==> src/pkg/dreo_regs.svh <==
`ifndef DREO_REGS_SVH
`define DREO_REGS_SVH

// Object indices and subindices
`define DREO_IDX_TYPE 16'h1000
`define DREO_IDX_FLAGS 16'h1001
`define DREO_IDX_HIST 16'h1003
`define DREO_SUB_ZERO 8'h00
`define DREO_SUB_FIRST 8'h01
`define DREO_HIST_DEPTH 8
`define DREO_HIST_LAST 8'h08

// Controller type word fields
`define DREO_MOTOR_SERVO 8'h01
`define DREO_MOTOR_STEPPER 8'h02
`define DREO_TYPE_TOP 8'h00

// Category flag bit positions
`define DREO_BIT_GENERAL 0
`define DREO_BIT_CURRENT 1
`define DREO_BIT_VOLTAGE 2
`define DREO_BIT_TEMP 3
`define DREO_BIT_COMMS 4
`define DREO_BIT_PROFILE 5
`define DREO_BIT_UNUSED 6
`define DREO_BIT_WRONG_DIR 7

// Reset values
`define DREO_FLAGS_RESET 8'h00
`define DREO_COUNT_RESET 8'h00
`define DREO_WORD_RESET 32'h00000000
`define DREO_COUNT_PAD 24'h000000

// Abort codes
`define DREO_ABORT_NONE 32'h00000000
`define DREO_ABORT_EMPTY 32'h08000024
`define DREO_ABORT_NO_OBJ 32'h0a000001
`define DREO_ABORT_NO_SUB 32'h0a000002
`define DREO_ABORT_READ_ONLY 32'h0a000003
`define DREO_ABORT_VALUE 32'h0a000004
`endif

==> src/pkg/dreo_pkg.sv <==
package dreo_pkg;
	typedef logic [31:0] dreo_word_t;
	typedef logic [7:0] dreo_byte_t;
	typedef struct packed {
		logic [7:0] number;
		logic [7:0] category;
		logic [15:0] code;
	} dreo_entry_t;
endpackage

==> src/pkg/dreo_hist_if.sv <==
`timescale 1ns/10ps
`include "dreo_regs.svh"
interface dreo_hist_if;
	logic push;
	dreo_pkg::dreo_entry_t new_entry;
	logic clear;
	dreo_pkg::dreo_byte_t count;
	dreo_pkg::dreo_entry_t entry [`DREO_HIST_DEPTH];

	modport stack (
		input push,
		input new_entry,
		input clear,
		output count,
		output entry
	);
	modport user (
		output push,
		output new_entry,
		output clear,
		input count,
		input entry
	);
endinterface

==> src/verilog/dreo_history.sv <==
`timescale 1ns/10ps
`include "dreo_regs.svh"
module dreo_history #(
	parameter int DEPTH = `DREO_HIST_DEPTH
) (
	// Clock and reset
	input wire logic i_clk,
	input wire logic i_rst_n,
	// Stack access
	dreo_hist_if.stack hist
);
	// Stack lives here; the interface only carries a read view of it
	dreo_pkg::dreo_entry_t slots [DEPTH];

	// Newest entry at slot 0, oldest falls off the end
	always_ff @(posedge i_clk or negedge i_rst_n) begin
		if (!i_rst_n) begin
			slots[0] <= `DREO_WORD_RESET;
		end else if (hist.push) begin
			slots[0] <= hist.new_entry;
		end
	end

	genvar k;
	generate
		for (k = 1; k < DEPTH; k++) begin : g_slot
			always_ff @(posedge i_clk or negedge i_rst_n) begin
				if (!i_rst_n) begin
					slots[k] <= `DREO_WORD_RESET;
				end else if (hist.push) begin
					slots[k] <= slots[k-1];
				end
			end
		end
		for (k = 0; k < DEPTH; k++) begin : g_view
			assign hist.entry[k] = slots[k];
		end
	endgenerate

	// A push in the same cycle as a clear still counts
	always_ff @(posedge i_clk or negedge i_rst_n) begin
		if (!i_rst_n) begin
			hist.count <= `DREO_COUNT_RESET;
		end else if (hist.push && hist.clear) begin
			hist.count <= `DREO_SUB_FIRST;
		end else if (hist.push) begin
			if (hist.count < 8'(DEPTH)) begin
				hist.count <= hist.count + `DREO_SUB_FIRST;
			end
		end else if (hist.clear) begin
			hist.count <= `DREO_COUNT_RESET;
		end
	end
endmodule

==> src/verilog/dreo_top.sv <==
`timescale 1ns/10ps
`include "dreo_regs.svh"
module dreo_top #(
	parameter logic [7:0] MOTOR_TYPE = `DREO_MOTOR_STEPPER,
	// Arbitrary value, set to the supported profile number at integration
	parameter logic [15:0] PROFILE_NUMBER = 16'h0a5a
) (
	// Clock and reset
	input wire logic i_clk,
	input wire logic i_rst_n,
	// Object access
	input wire logic i_req,
	input wire logic i_write,
	input wire logic [15:0] i_index,
	input wire logic [7:0] i_subindex,
	input wire logic [31:0] i_wdata,
	output logic o_ack,
	output logic o_abort,
	output logic [31:0] o_abort_code,
	output logic [31:0] o_rdata,
	// Fault condition levels, same clock
	input wire logic i_general_fault,
	input wire logic i_current_fault,
	input wire logic i_voltage_fault,
	input wire logic i_temperature_fault,
	input wire logic i_comms_fault,
	input wire logic i_profile_fault,
	input wire logic i_wrong_direction,
	// Error event
	input wire logic i_err_valid,
	input wire logic [7:0] i_err_number,
	input wire logic [15:0] i_err_code,
	// Cyclic transmit data
	output logic [7:0] o_fault_category_flags,
	output logic [7:0] o_fault_history_count
);
	dreo_hist_if hist();

	dreo_pkg::dreo_word_t controller_type_word;
	dreo_pkg::dreo_byte_t fault_category_flags;
	dreo_pkg::dreo_byte_t next_flags;
	logic next_abort;
	dreo_pkg::dreo_word_t next_abort_code;
	dreo_pkg::dreo_word_t next_rdata;
	logic next_clear;
	logic [2:0] slot;
	// Request decodes for the history object
	logic hist_empty;
	logic zero_write;
	logic entry_sub;

	function automatic logic is_entry_sub(input logic [7:0] sub);
		is_entry_sub = (sub >= `DREO_SUB_FIRST) && (sub <= `DREO_HIST_LAST);
	endfunction

	// Byte objects read back in the low byte, upper bits zero
	function automatic logic [31:0] pad_byte(input logic [7:0] value);
		pad_byte = {`DREO_COUNT_PAD, value};
	endfunction

	// Constant word, no storage so nothing can alter it
	assign controller_type_word = {`DREO_TYPE_TOP, MOTOR_TYPE, PROFILE_NUMBER};

	// Flags follow the live fault levels, so they drop without any clear
	always_comb begin
		next_flags = `DREO_FLAGS_RESET;
		next_flags[`DREO_BIT_GENERAL] = i_general_fault;
		next_flags[`DREO_BIT_CURRENT] = i_current_fault;
		next_flags[`DREO_BIT_VOLTAGE] = i_voltage_fault;
		next_flags[`DREO_BIT_TEMP] = i_temperature_fault;
		next_flags[`DREO_BIT_COMMS] = i_comms_fault;
		next_flags[`DREO_BIT_PROFILE] = i_profile_fault;
		next_flags[`DREO_BIT_UNUSED] = 1'b0;
		next_flags[`DREO_BIT_WRONG_DIR] = i_wrong_direction;
	end

	always_ff @(posedge i_clk or negedge i_rst_n) begin
		if (!i_rst_n) begin
			fault_category_flags <= `DREO_FLAGS_RESET;
		end else begin
			fault_category_flags <= next_flags;
		end
	end

	assign o_fault_category_flags = fault_category_flags;
	assign o_fault_history_count = hist.count;

	// Class byte takes the flags as they stand with the error itself
	assign hist.push = i_err_valid;
	assign hist.new_entry = '{number: i_err_number, category: next_flags, code: i_err_code};
	assign hist.clear = next_clear;

	// Subindex 0 wraps here, but is never used as a slot
	assign slot = 3'(i_subindex - `DREO_SUB_FIRST);

	// Empty stack refuses every entry read, stored or not
	assign hist_empty = hist.count == `DREO_COUNT_RESET;
	assign entry_sub = is_entry_sub(i_subindex);
	assign zero_write = i_write && (i_wdata == `DREO_WORD_RESET);

	// Object decode, one answer per request
	always_comb begin
		next_abort = 1'b0;
		next_abort_code = `DREO_ABORT_NONE;
		next_rdata = `DREO_WORD_RESET;
		next_clear = 1'b0;
		unique case (i_index)
			`DREO_IDX_TYPE: begin
				if (i_subindex != `DREO_SUB_ZERO) begin
					next_abort = 1'b1;
					next_abort_code = `DREO_ABORT_NO_SUB;
				end else if (i_write) begin
					next_abort = 1'b1;
					next_abort_code = `DREO_ABORT_READ_ONLY;
				end else begin
					next_rdata = controller_type_word;
				end
			end
			`DREO_IDX_FLAGS: begin
				if (i_subindex != `DREO_SUB_ZERO) begin
					next_abort = 1'b1;
					next_abort_code = `DREO_ABORT_NO_SUB;
				end else if (i_write) begin
					next_abort = 1'b1;
					next_abort_code = `DREO_ABORT_READ_ONLY;
				end else begin
					next_rdata = pad_byte(fault_category_flags);
				end
			end
			`DREO_IDX_HIST: begin
				if (i_subindex == `DREO_SUB_ZERO) begin
					if (!i_write) begin
						next_rdata = pad_byte(hist.count);
					end else if (zero_write) begin
						next_clear = i_req;
					end else begin
						// Only zero is a legal count write
						next_abort = 1'b1;
						next_abort_code = `DREO_ABORT_VALUE;
					end
				end else if (!entry_sub) begin
					next_abort = 1'b1;
					next_abort_code = `DREO_ABORT_NO_SUB;
				end else if (i_write) begin
					next_abort = 1'b1;
					next_abort_code = `DREO_ABORT_READ_ONLY;
				end else if (hist_empty) begin
					next_abort = 1'b1;
					next_abort_code = `DREO_ABORT_EMPTY;
				end else begin
					next_rdata = hist.entry[slot];
				end
			end
			default: begin
				next_abort = 1'b1;
				next_abort_code = `DREO_ABORT_NO_OBJ;
			end
		endcase
	end

	// Acknowledge one cycle after the request, high for that one cycle only
	always_ff @(posedge i_clk or negedge i_rst_n) begin
		if (!i_rst_n) begin
			o_ack <= 1'b0;
		end else begin
			o_ack <= i_req;
		end
	end

	// Refusal flag, held until the next request
	always_ff @(posedge i_clk or negedge i_rst_n) begin
		if (!i_rst_n) begin
			o_abort <= 1'b0;
		end else if (i_req) begin
			o_abort <= next_abort;
		end
	end

	// Refusal code, zero on a granted access
	always_ff @(posedge i_clk or negedge i_rst_n) begin
		if (!i_rst_n) begin
			o_abort_code <= `DREO_ABORT_NONE;
		end else if (i_req) begin
			o_abort_code <= next_abort_code;
		end
	end

	// Read data, zero on writes and refusals
	always_ff @(posedge i_clk or negedge i_rst_n) begin
		if (!i_rst_n) begin
			o_rdata <= `DREO_WORD_RESET;
		end else if (i_req) begin
			o_rdata <= next_rdata;
		end
	end

	dreo_history #(
		.DEPTH(`DREO_HIST_DEPTH)
	) u_history (
		.i_clk(i_clk),
		.i_rst_n(i_rst_n),
		.hist(hist.stack)
	);
endmodule
==> config.mk <==
export PLATFORM = sky130hd
export DESIGN_NAME = dreo_top
export DESIGN_NICKNAME = d
export VERILOG_FILES = /design/src/pkg/dreo_pkg.sv /design/src/pkg/dreo_hist_if.sv /design/src/verilog/dreo_history.sv /design/src/verilog/dreo_top.sv
export VERILOG_INCLUDE_DIRS = /design/src /design/src/pkg
export SDC_FILE = /design/constraint.sdc
export NUM_CORES = 1
export LEC_CHECK = 0
export BUFFER_PORTS_ARGS = -buffer_cell sky130_fd_sc_hd__buf_2
export CORE_ASPECT_RATIO = 1.2
export CORE_UTILIZATION = 43
export CTS_CLUSTER_DIAMETER = 150
export DETAILED_ROUTE_END_ITERATION = 7
export GPL_ROUTABILITY_DRIVEN = 0
export PLACE_DENSITY = 0.72
export SKIP_LAST_GASP = 1
export SYNTH_ARGS = -nofsm -noshare
export SYNTH_HDL_FRONTEND = slang
export SYNTH_SLANG_ARGS = --single-unit
export TNS_END_PERCENT = 20
==> constraint.sdc <==
create_clock -name i_clk -period 1.8 [get_ports i_clk]
set_input_delay 0.09 -clock i_clk [delete_from_list [all_inputs] [get_ports i_clk]]
set_output_delay 0.09 -clock i_clk [all_outputs]
set_load 0.01 [all_outputs]
# After elaboration in Yosys (flattened, before gate mapping)
# Cells that the tools add are included.
word_totals:
  output_inout_bits: 82
  inputBits: 92
  reg_bits: 329
  word_cells: 90
op_classes:
  n_eq_ne: 4
  mux: 39
  bitwise: 1
  addsub: 2
  reduce_logical: 10
  magnitude_cmp: 4
ops:
  columns: ["operator", "n"]
  rows:
  - ["$mux W32", 7]
  - ["$mux W28", 7]
  - ["$bmux W32 S3", 1]
  - ["$pmux W32 S3", 1]
  - ["$pmux W32 S2", 1]
  - ["$mux W8", 7]
  - ["$eq A16 B13 Y1 const B", 3]
  - ["$mux W18", 2]
  - ["$logic_not A32 Y1", 1]
  - ["$logic_not A8 Y1", 2]
  - ["$mux W1", 12]
  - ["$add A8 B1 Y8 const B", 1]
  - ["$ge A8 B1 Y1 const B", 1]
  - ["$le A8 B4 Y1 const B", 1]
  - ["$lt A8 B4 Y1 const B", 1]
  - ["$reduce_bool A8 Y1", 1]
  - ["$ge A4 B4 Y1 const B", 1]
  - ["$not A3 Y4", 1]
  - ["$logic_and A1 B1 Y1", 3]
  - ["$ne A3 B1 Y1 const B", 1]
  - ["$reduce_bool A3 Y1", 1]
  - ["$sub A3 B1 Y3 const B", 1]
  - ["$pmux W1 S2", 1]
  - ["$reduce_and A2 Y1", 1]
  - ["$reduce_or A2 Y1", 1]

# Depth between registers and ports, before layout
depth:
  depth_word: 10
  mapped_depth: 11
  mapped_depth_nobuf: 7

# By module
# From an unflattened synthesis, not the netlist that was laid out.
hier_totals:
  cells_unflattened: 964
  hier_area_um2: 14056.0
modules_own_cells:
  columns: ["module", "cells_each", "instances", "area_per_inst_um2", "seq_area_each_um2"]
  rows:
  - ["dreo_history", 570, 1, 9784.4, 6606.3]
  - ["dreo_top", 394, 1, 4271.6, 1176.1]

# Least setup slack after synthesis
# Ideal clock, no wire load.
synth_timing:
  path_type: "input -> register"
  start: "input i_subindex[0]"
  end: "register o_rdata[18]"
  t_arrival_ps: 2762
  path_buffers: 6
  required_ps: 1678
  setup_ps: 122
  path_slack_ps: -1084
  stages: 11
  path_cell_list: "buf_2 -> buf_2 -> buf_2 -> inv_1 -> ha_1 -> clkbuf_1 -> clkbuf_1 -> clkbuf_1 -> mux4_2 -> mux2i_1 -> o2bb2ai_1"
synth_via:
  elab_chain_len: 10
  word_cells_on_any_way: 14
  classes_between: "1 x add/sub; 2 x order compare; 8 x mux; 1 x bitwise; 2 x reduce/logical"
synth_rtl:
  columns: ["item", "line", "rtl"]
  rows:
  - ["from (decl)", "dreo_top.sv:15", "input wire logic [7:0] i_subindex,"]
  - ["$sub A3 B1 Y3 (no source line)", null, null]
  - ["$not A3 Y4 (implied by the code)", "dreo_top.sv:151", "next_rdata = hist.entry[slot];"]
  - ["$bmux W32 S3", "dreo_top.sv:151", null]
  - ["$mux W32 (implied by the code) (2 in a row)", "dreo_top.sv:151", null]
  - ["$mux W32", "dreo_top.sv:147", "end else if (hist_empty) begin"]
  - ["$mux W32", "dreo_top.sv:144", "end else if (i_write) begin"]
  - ["$mux W32", "dreo_top.sv:141", "end else if (!entry_sub) begin"]
  - ["$mux W32 *", "dreo_top.sv:131", "if (i_subindex == `DREO_SUB_ZERO) begin"]
  - ["$pmux W32 S3 *", "dreo_top.sv:107", "unique case (i_index)"]
  - ["to (signal assigned)", "dreo_top.sv:191", "o_rdata <= `DREO_WORD_RESET;"]
  - ["to (signal assigned)", "dreo_top.sv:193", "o_rdata <= next_rdata;"]
  - ["to (decl)", "dreo_top.sv:20", "output logic [31:0] o_rdata,"]
# Mark *: on every way between the ends. The rest lies on a longest branch, timed or not. The select of a mux whose other input is x is not followed.
# A chain may end at the register's enable or synchronous reset.

# Final worst setup path
layout_timing:
  start: "register u_history.hist.count[3]"
  end: "register o_abort"
layout_via:
  elab_chain_len: 6
layout_rtl:
  columns: ["item", "line", "rtl"]
  rows:
  - ["from (decl)", "dreo_hist_if.sv:14", "output count,"]
  - ["from (signal assigned)", "dreo_history.sv:43", "hist.count <= `DREO_COUNT_RESET;"]
  - ["from (signal assigned)", "dreo_history.sv:45", "hist.count <= `DREO_SUB_FIRST;"]
  - ["from (signal assigned)", "dreo_history.sv:48", "hist.count <= hist.count + `DREO_SUB_FIRST;"]
  - ["$logic_not A8 Y1 (no source line)", null, null]
  - ["$mux W1", "dreo_top.sv:147", null]
  - ["$mux W1", "dreo_top.sv:144", null]
  - ["$mux W1", "dreo_top.sv:141", null]
  - ["$mux W1", "dreo_top.sv:131", null]
  - ["$pmux W1 S2", "dreo_top.sv:107", null]
  - ["to (signal assigned)", "dreo_top.sv:175", "o_abort <= next_abort;"]
  - ["to (decl)", "dreo_top.sv:18", "output logic o_abort,"]
# No other way between the ends.

==> metrics.md <==
| Metric | Value |
|---|---|
| Area share of the largest cell type after synthesis | `0.553` |
| Max Freq | `roughly 570 MHz` |
| Worst r2r src | `u_history.hist.count[3]$_DFFE_PN0P_` |
| Die Height | `197 um` |
| Synthesized flop and latch total | `about 300` |
| Final antenna-violating net count | `0` |
| Via density | `5.31` |
| Syn Std Cell Area | `~14,000 um^2` |
| Detailed-route wire length per cell | `~18 um` |
| WL final | `27.2 mm` |
| PortBufs | `145` |
| Critical Path Sink | `o_abort$_DFFE_PN0P_` |
| Reg2reg setup slack | `50 ps` |
| Final setup fails | `0` |
| Share of post-route cells with drive strength above 1 | `0.522` |
| Initial Utilization | `0.435` |
| Clock latency at the later pin of the worst-skew pair | `550 ps` |
| CP Capture Type | `flop` |
| Std cell rows | `71` |
| Hold WS | `54.3 ps` |
| Pins Over Slew Limit | `0` |
| Fill cell count | `2,574` |
| Worst slew margin | `0.656` |
| Vias in the first global route | `8,230` |
| Setup ws final | `54.9 ps` |
| Leakage | `7.24 nW` |
| Area contributors post-synth | `dfrtp_1 55%, mux2_2 22%, mux4_2 10%, mux2i_1 1.8%, buf_4 1.7%` |
| Clk slew on worst S/H paths | `70 ps` |
| Worst Hold Class | `in -> async` |
| Global-route wire length before repair | `44.6 mm` |
| Crit path DAT | `2220 ps` |
| Place WS | `-167 ps` |
| Layout Skew | `between 20 and 25 ps` |
| Avg Cell Area, Syn | `roughly 15 um^2` |
| DP HPWL | `roughly 19 mm` |
| Hold Violations, Final | `0` |
| Post-synth top cells | `301 x dfrtp_1, 260 x mux2_2, 62 x mux4_2` |
| Root Driver | `clkbuf_16` |
| Critical path type | `reg -> reg` |
| Initial antenna violation count | `2` |
| Synth area leader | `dfrtp_1` |
| DRT iter0 DRCs | `417` |
| Largest net degree at the start of global routing | `67` |
| Post-synthesis async set-or-reset flop share | `1.00` |
| Setup crit start | `u_history.hist.count[3]$_DFFE_PN0P_` |
| Area Overhead vs Synth | `21.6%` |
| RSZ-0062 raised after global routing | `false` |
| Cell variety after synth | `46` |
| Primary FF master, synth | `dfrtp_1` |
| Clock Tree Buf Depth | `3` |
| Routed via count | `approximately 8,100` |
| H-tree level count | `1` |
| Residual DRC | `0` |
| Status | `complete, no violations` |
| Post-route cell area | `around 17,000 um^2` |
| FF-to-FF End | `o_abort$_DFFE_PN0P_` |
| Die area | `32,400 um^2` |
| Total GRT Usage | `0.175` |
| Core area | `between 30,000 and 40,000 um^2` |
| Max-cap viol count | `0` |
| Clk sinks | `between 300 and 400` |
| Worst Path Required | `2280 ps` |
| Placement-stage cell area | `15,300 um^2` |
| R2r worst-path depth | `6` |
| Worst-margin pin slew | `516 ps` |
| Final #Nets | `1,204` |
| Tmin final | `1750 ps` |
| CTS Buf Count | `29` |
| IO Count | `about 170` |
| Crit Path Max Fanout | `6` |
| Seq/Total Area, Yosys | `0.553` |
| Die Wd | `~160 um` |
| Period utilization | `0.969` |
| CP startpoint kind | `flop` |
| GRT overflow | `0` |
| Power Density | `roughly 1100 nW/um^2` |
| DR pass1 iterations | `4` |
| Cells after Synth | `896` |
| Final total power | `roughly 0.019 W` |
| CTS tree | `done` |
| Worst vdd ir | `0.000601 V` |
| Count leader, synth | `dfrtp_1` |
| Post-synth EDFFs | `0` |
| Synth warn | `0` |
[flip-flops by register name (all words and copies together), names as in the netlist]
| signal | cells |
|---|---|
| o_abort | 1 |
| o_abort_code | 5 |
| o_ack | 1 |
| o_fault_category_flags | 7 |
| o_rdata | 31 |
| u_history.hist.count | 8 |
| u_history.hist.entry | 248 |
[cell usage in the layout (no fill, tap or decap), types with 3 or more instances in the layout]
cell	netlist	layout
clkbuf_16	0	29
ha_1	5	4
buf_4	30	41
inv_6	0	3
clkbuf_8	0	3
buf_2	8	142
dfrtp_1	301	301
clkinv_2	0	3
mux2_2	260	252
nand3_2	0	8
inv_1	17	16
mux2_4	0	8
buf_12	0	18
clkbuf_1	42	10
mux2i_1	25	25
mux4_2	62	62
dlygate4sd3_1	0	34
nor4_1	12	11
nand4_1	6	6
o2bb2ai_1	20	20
nand3_1	19	11
a21oi_1	5	4
nor2_1	17	17
o21ai_0	5	5
nand2b_1	6	5
conb_1	1	28
and2_1	4	4
nand2_1	7	7
a22oi_1	3	3
o221ai_1	8	8
[worst max-delay path, stage by stage, from the launching register on]
cell and delay [ps]:
dfrtp_1 400, nor3_2 210, and4b_2 310, nor3b_4 70, buf_4 170, a2111o_1 370
a21oi_2 140
[routing by layer]
metal,up-vias,track usage,part of all wire
met5,-,0,0
met4,0,0.0618,0.022
met3,36,0.0219,0.047
met2,226,0.295,0.50
met1,4122,0.233,0.43
li1,3721,-,-
[per-stage QoR]
stage          utilization  TNS (ps)  cells
2_1_floorplan            -     -2630    923
3_3_place_gp         0.490     -3600   1442
3_5_place_dp         0.490     -3540   1442
4_1_cts              0.529     -6.36   1524
5_1_grt              0.529         0   1527
6_report             0.529         0   1527
[area by class of cell]
cell class / count / area, um^2 / area share
Sequential cell: 301 / 7530 / 0.455
Clock inverter: 6 / 62.6 / 0.00378
Antenna cell: 2 / 5.00 / 0.000302
Multi-Input combinational cell: 521 / 5820 / 0.352
Tap cell: 401 / 502 / 0.0303
Timing Repair Buffer: 237 / 1750 / 0.106
Inverter: 17 / 68.8 / 0.00416
Clock buffer: 42 / 805 / 0.0486
[where the power goes]
group / internal [W] / switching, W / leakage, nW
Clock: 0.00322 / 0.00245 / 0.426
Combinational: 0.00251 / 0.00135 / 3.18
Sequential: 0.00833 / 0.000992 / 3.63
Total: 0.0141 / 0.00480 / 7.24
[worst min-delay path by stage]
stage / startpoint / end / slack [ps] / cells past startpoint
after floorplan: i_rst_n / o_abort$_DFFE_PN0P_ / -210 / 0
after global placement: i_rst_n / u_history.hist.entry[55]$_DFFE_PN0P_ / 50 / 1
after detailed placement: i_rst_n / u_history.hist.entry[55]$_DFFE_PN0P_ / 50 / 1
after CTS: i_rst_n / u_history.hist.entry[55]$_DFFE_PN0P_ / 50 / 2
after global routing: i_rst_n / u_history.hist.entry[55]$_DFFE_PN0P_ / 70 / 2
final: i_rst_n / u_history.hist.entry[55]$_DFFE_PN0P_ / 50 / 2
[timing repair]
action                     CTS  global route
setup buffers                0             1
pin swaps                    2             3
setup endpoints to repair    1             1
hold endpoints to repair   342             0
hold buffers                34             0
gates resized for setup      2             1
[cells by family after synthesis]
family	synth area share
DFF	0.553
muxes	0.336
adders and majority gates	0.00460
and+or+nand+nor	0.0369
other	0.000276
AOI/OAI and AO/OA	0.0294
buffers and inverters	0.0380
xor gates and xnor gates	0.00129
No activity file was read; power rests on OpenSTA's default activity.
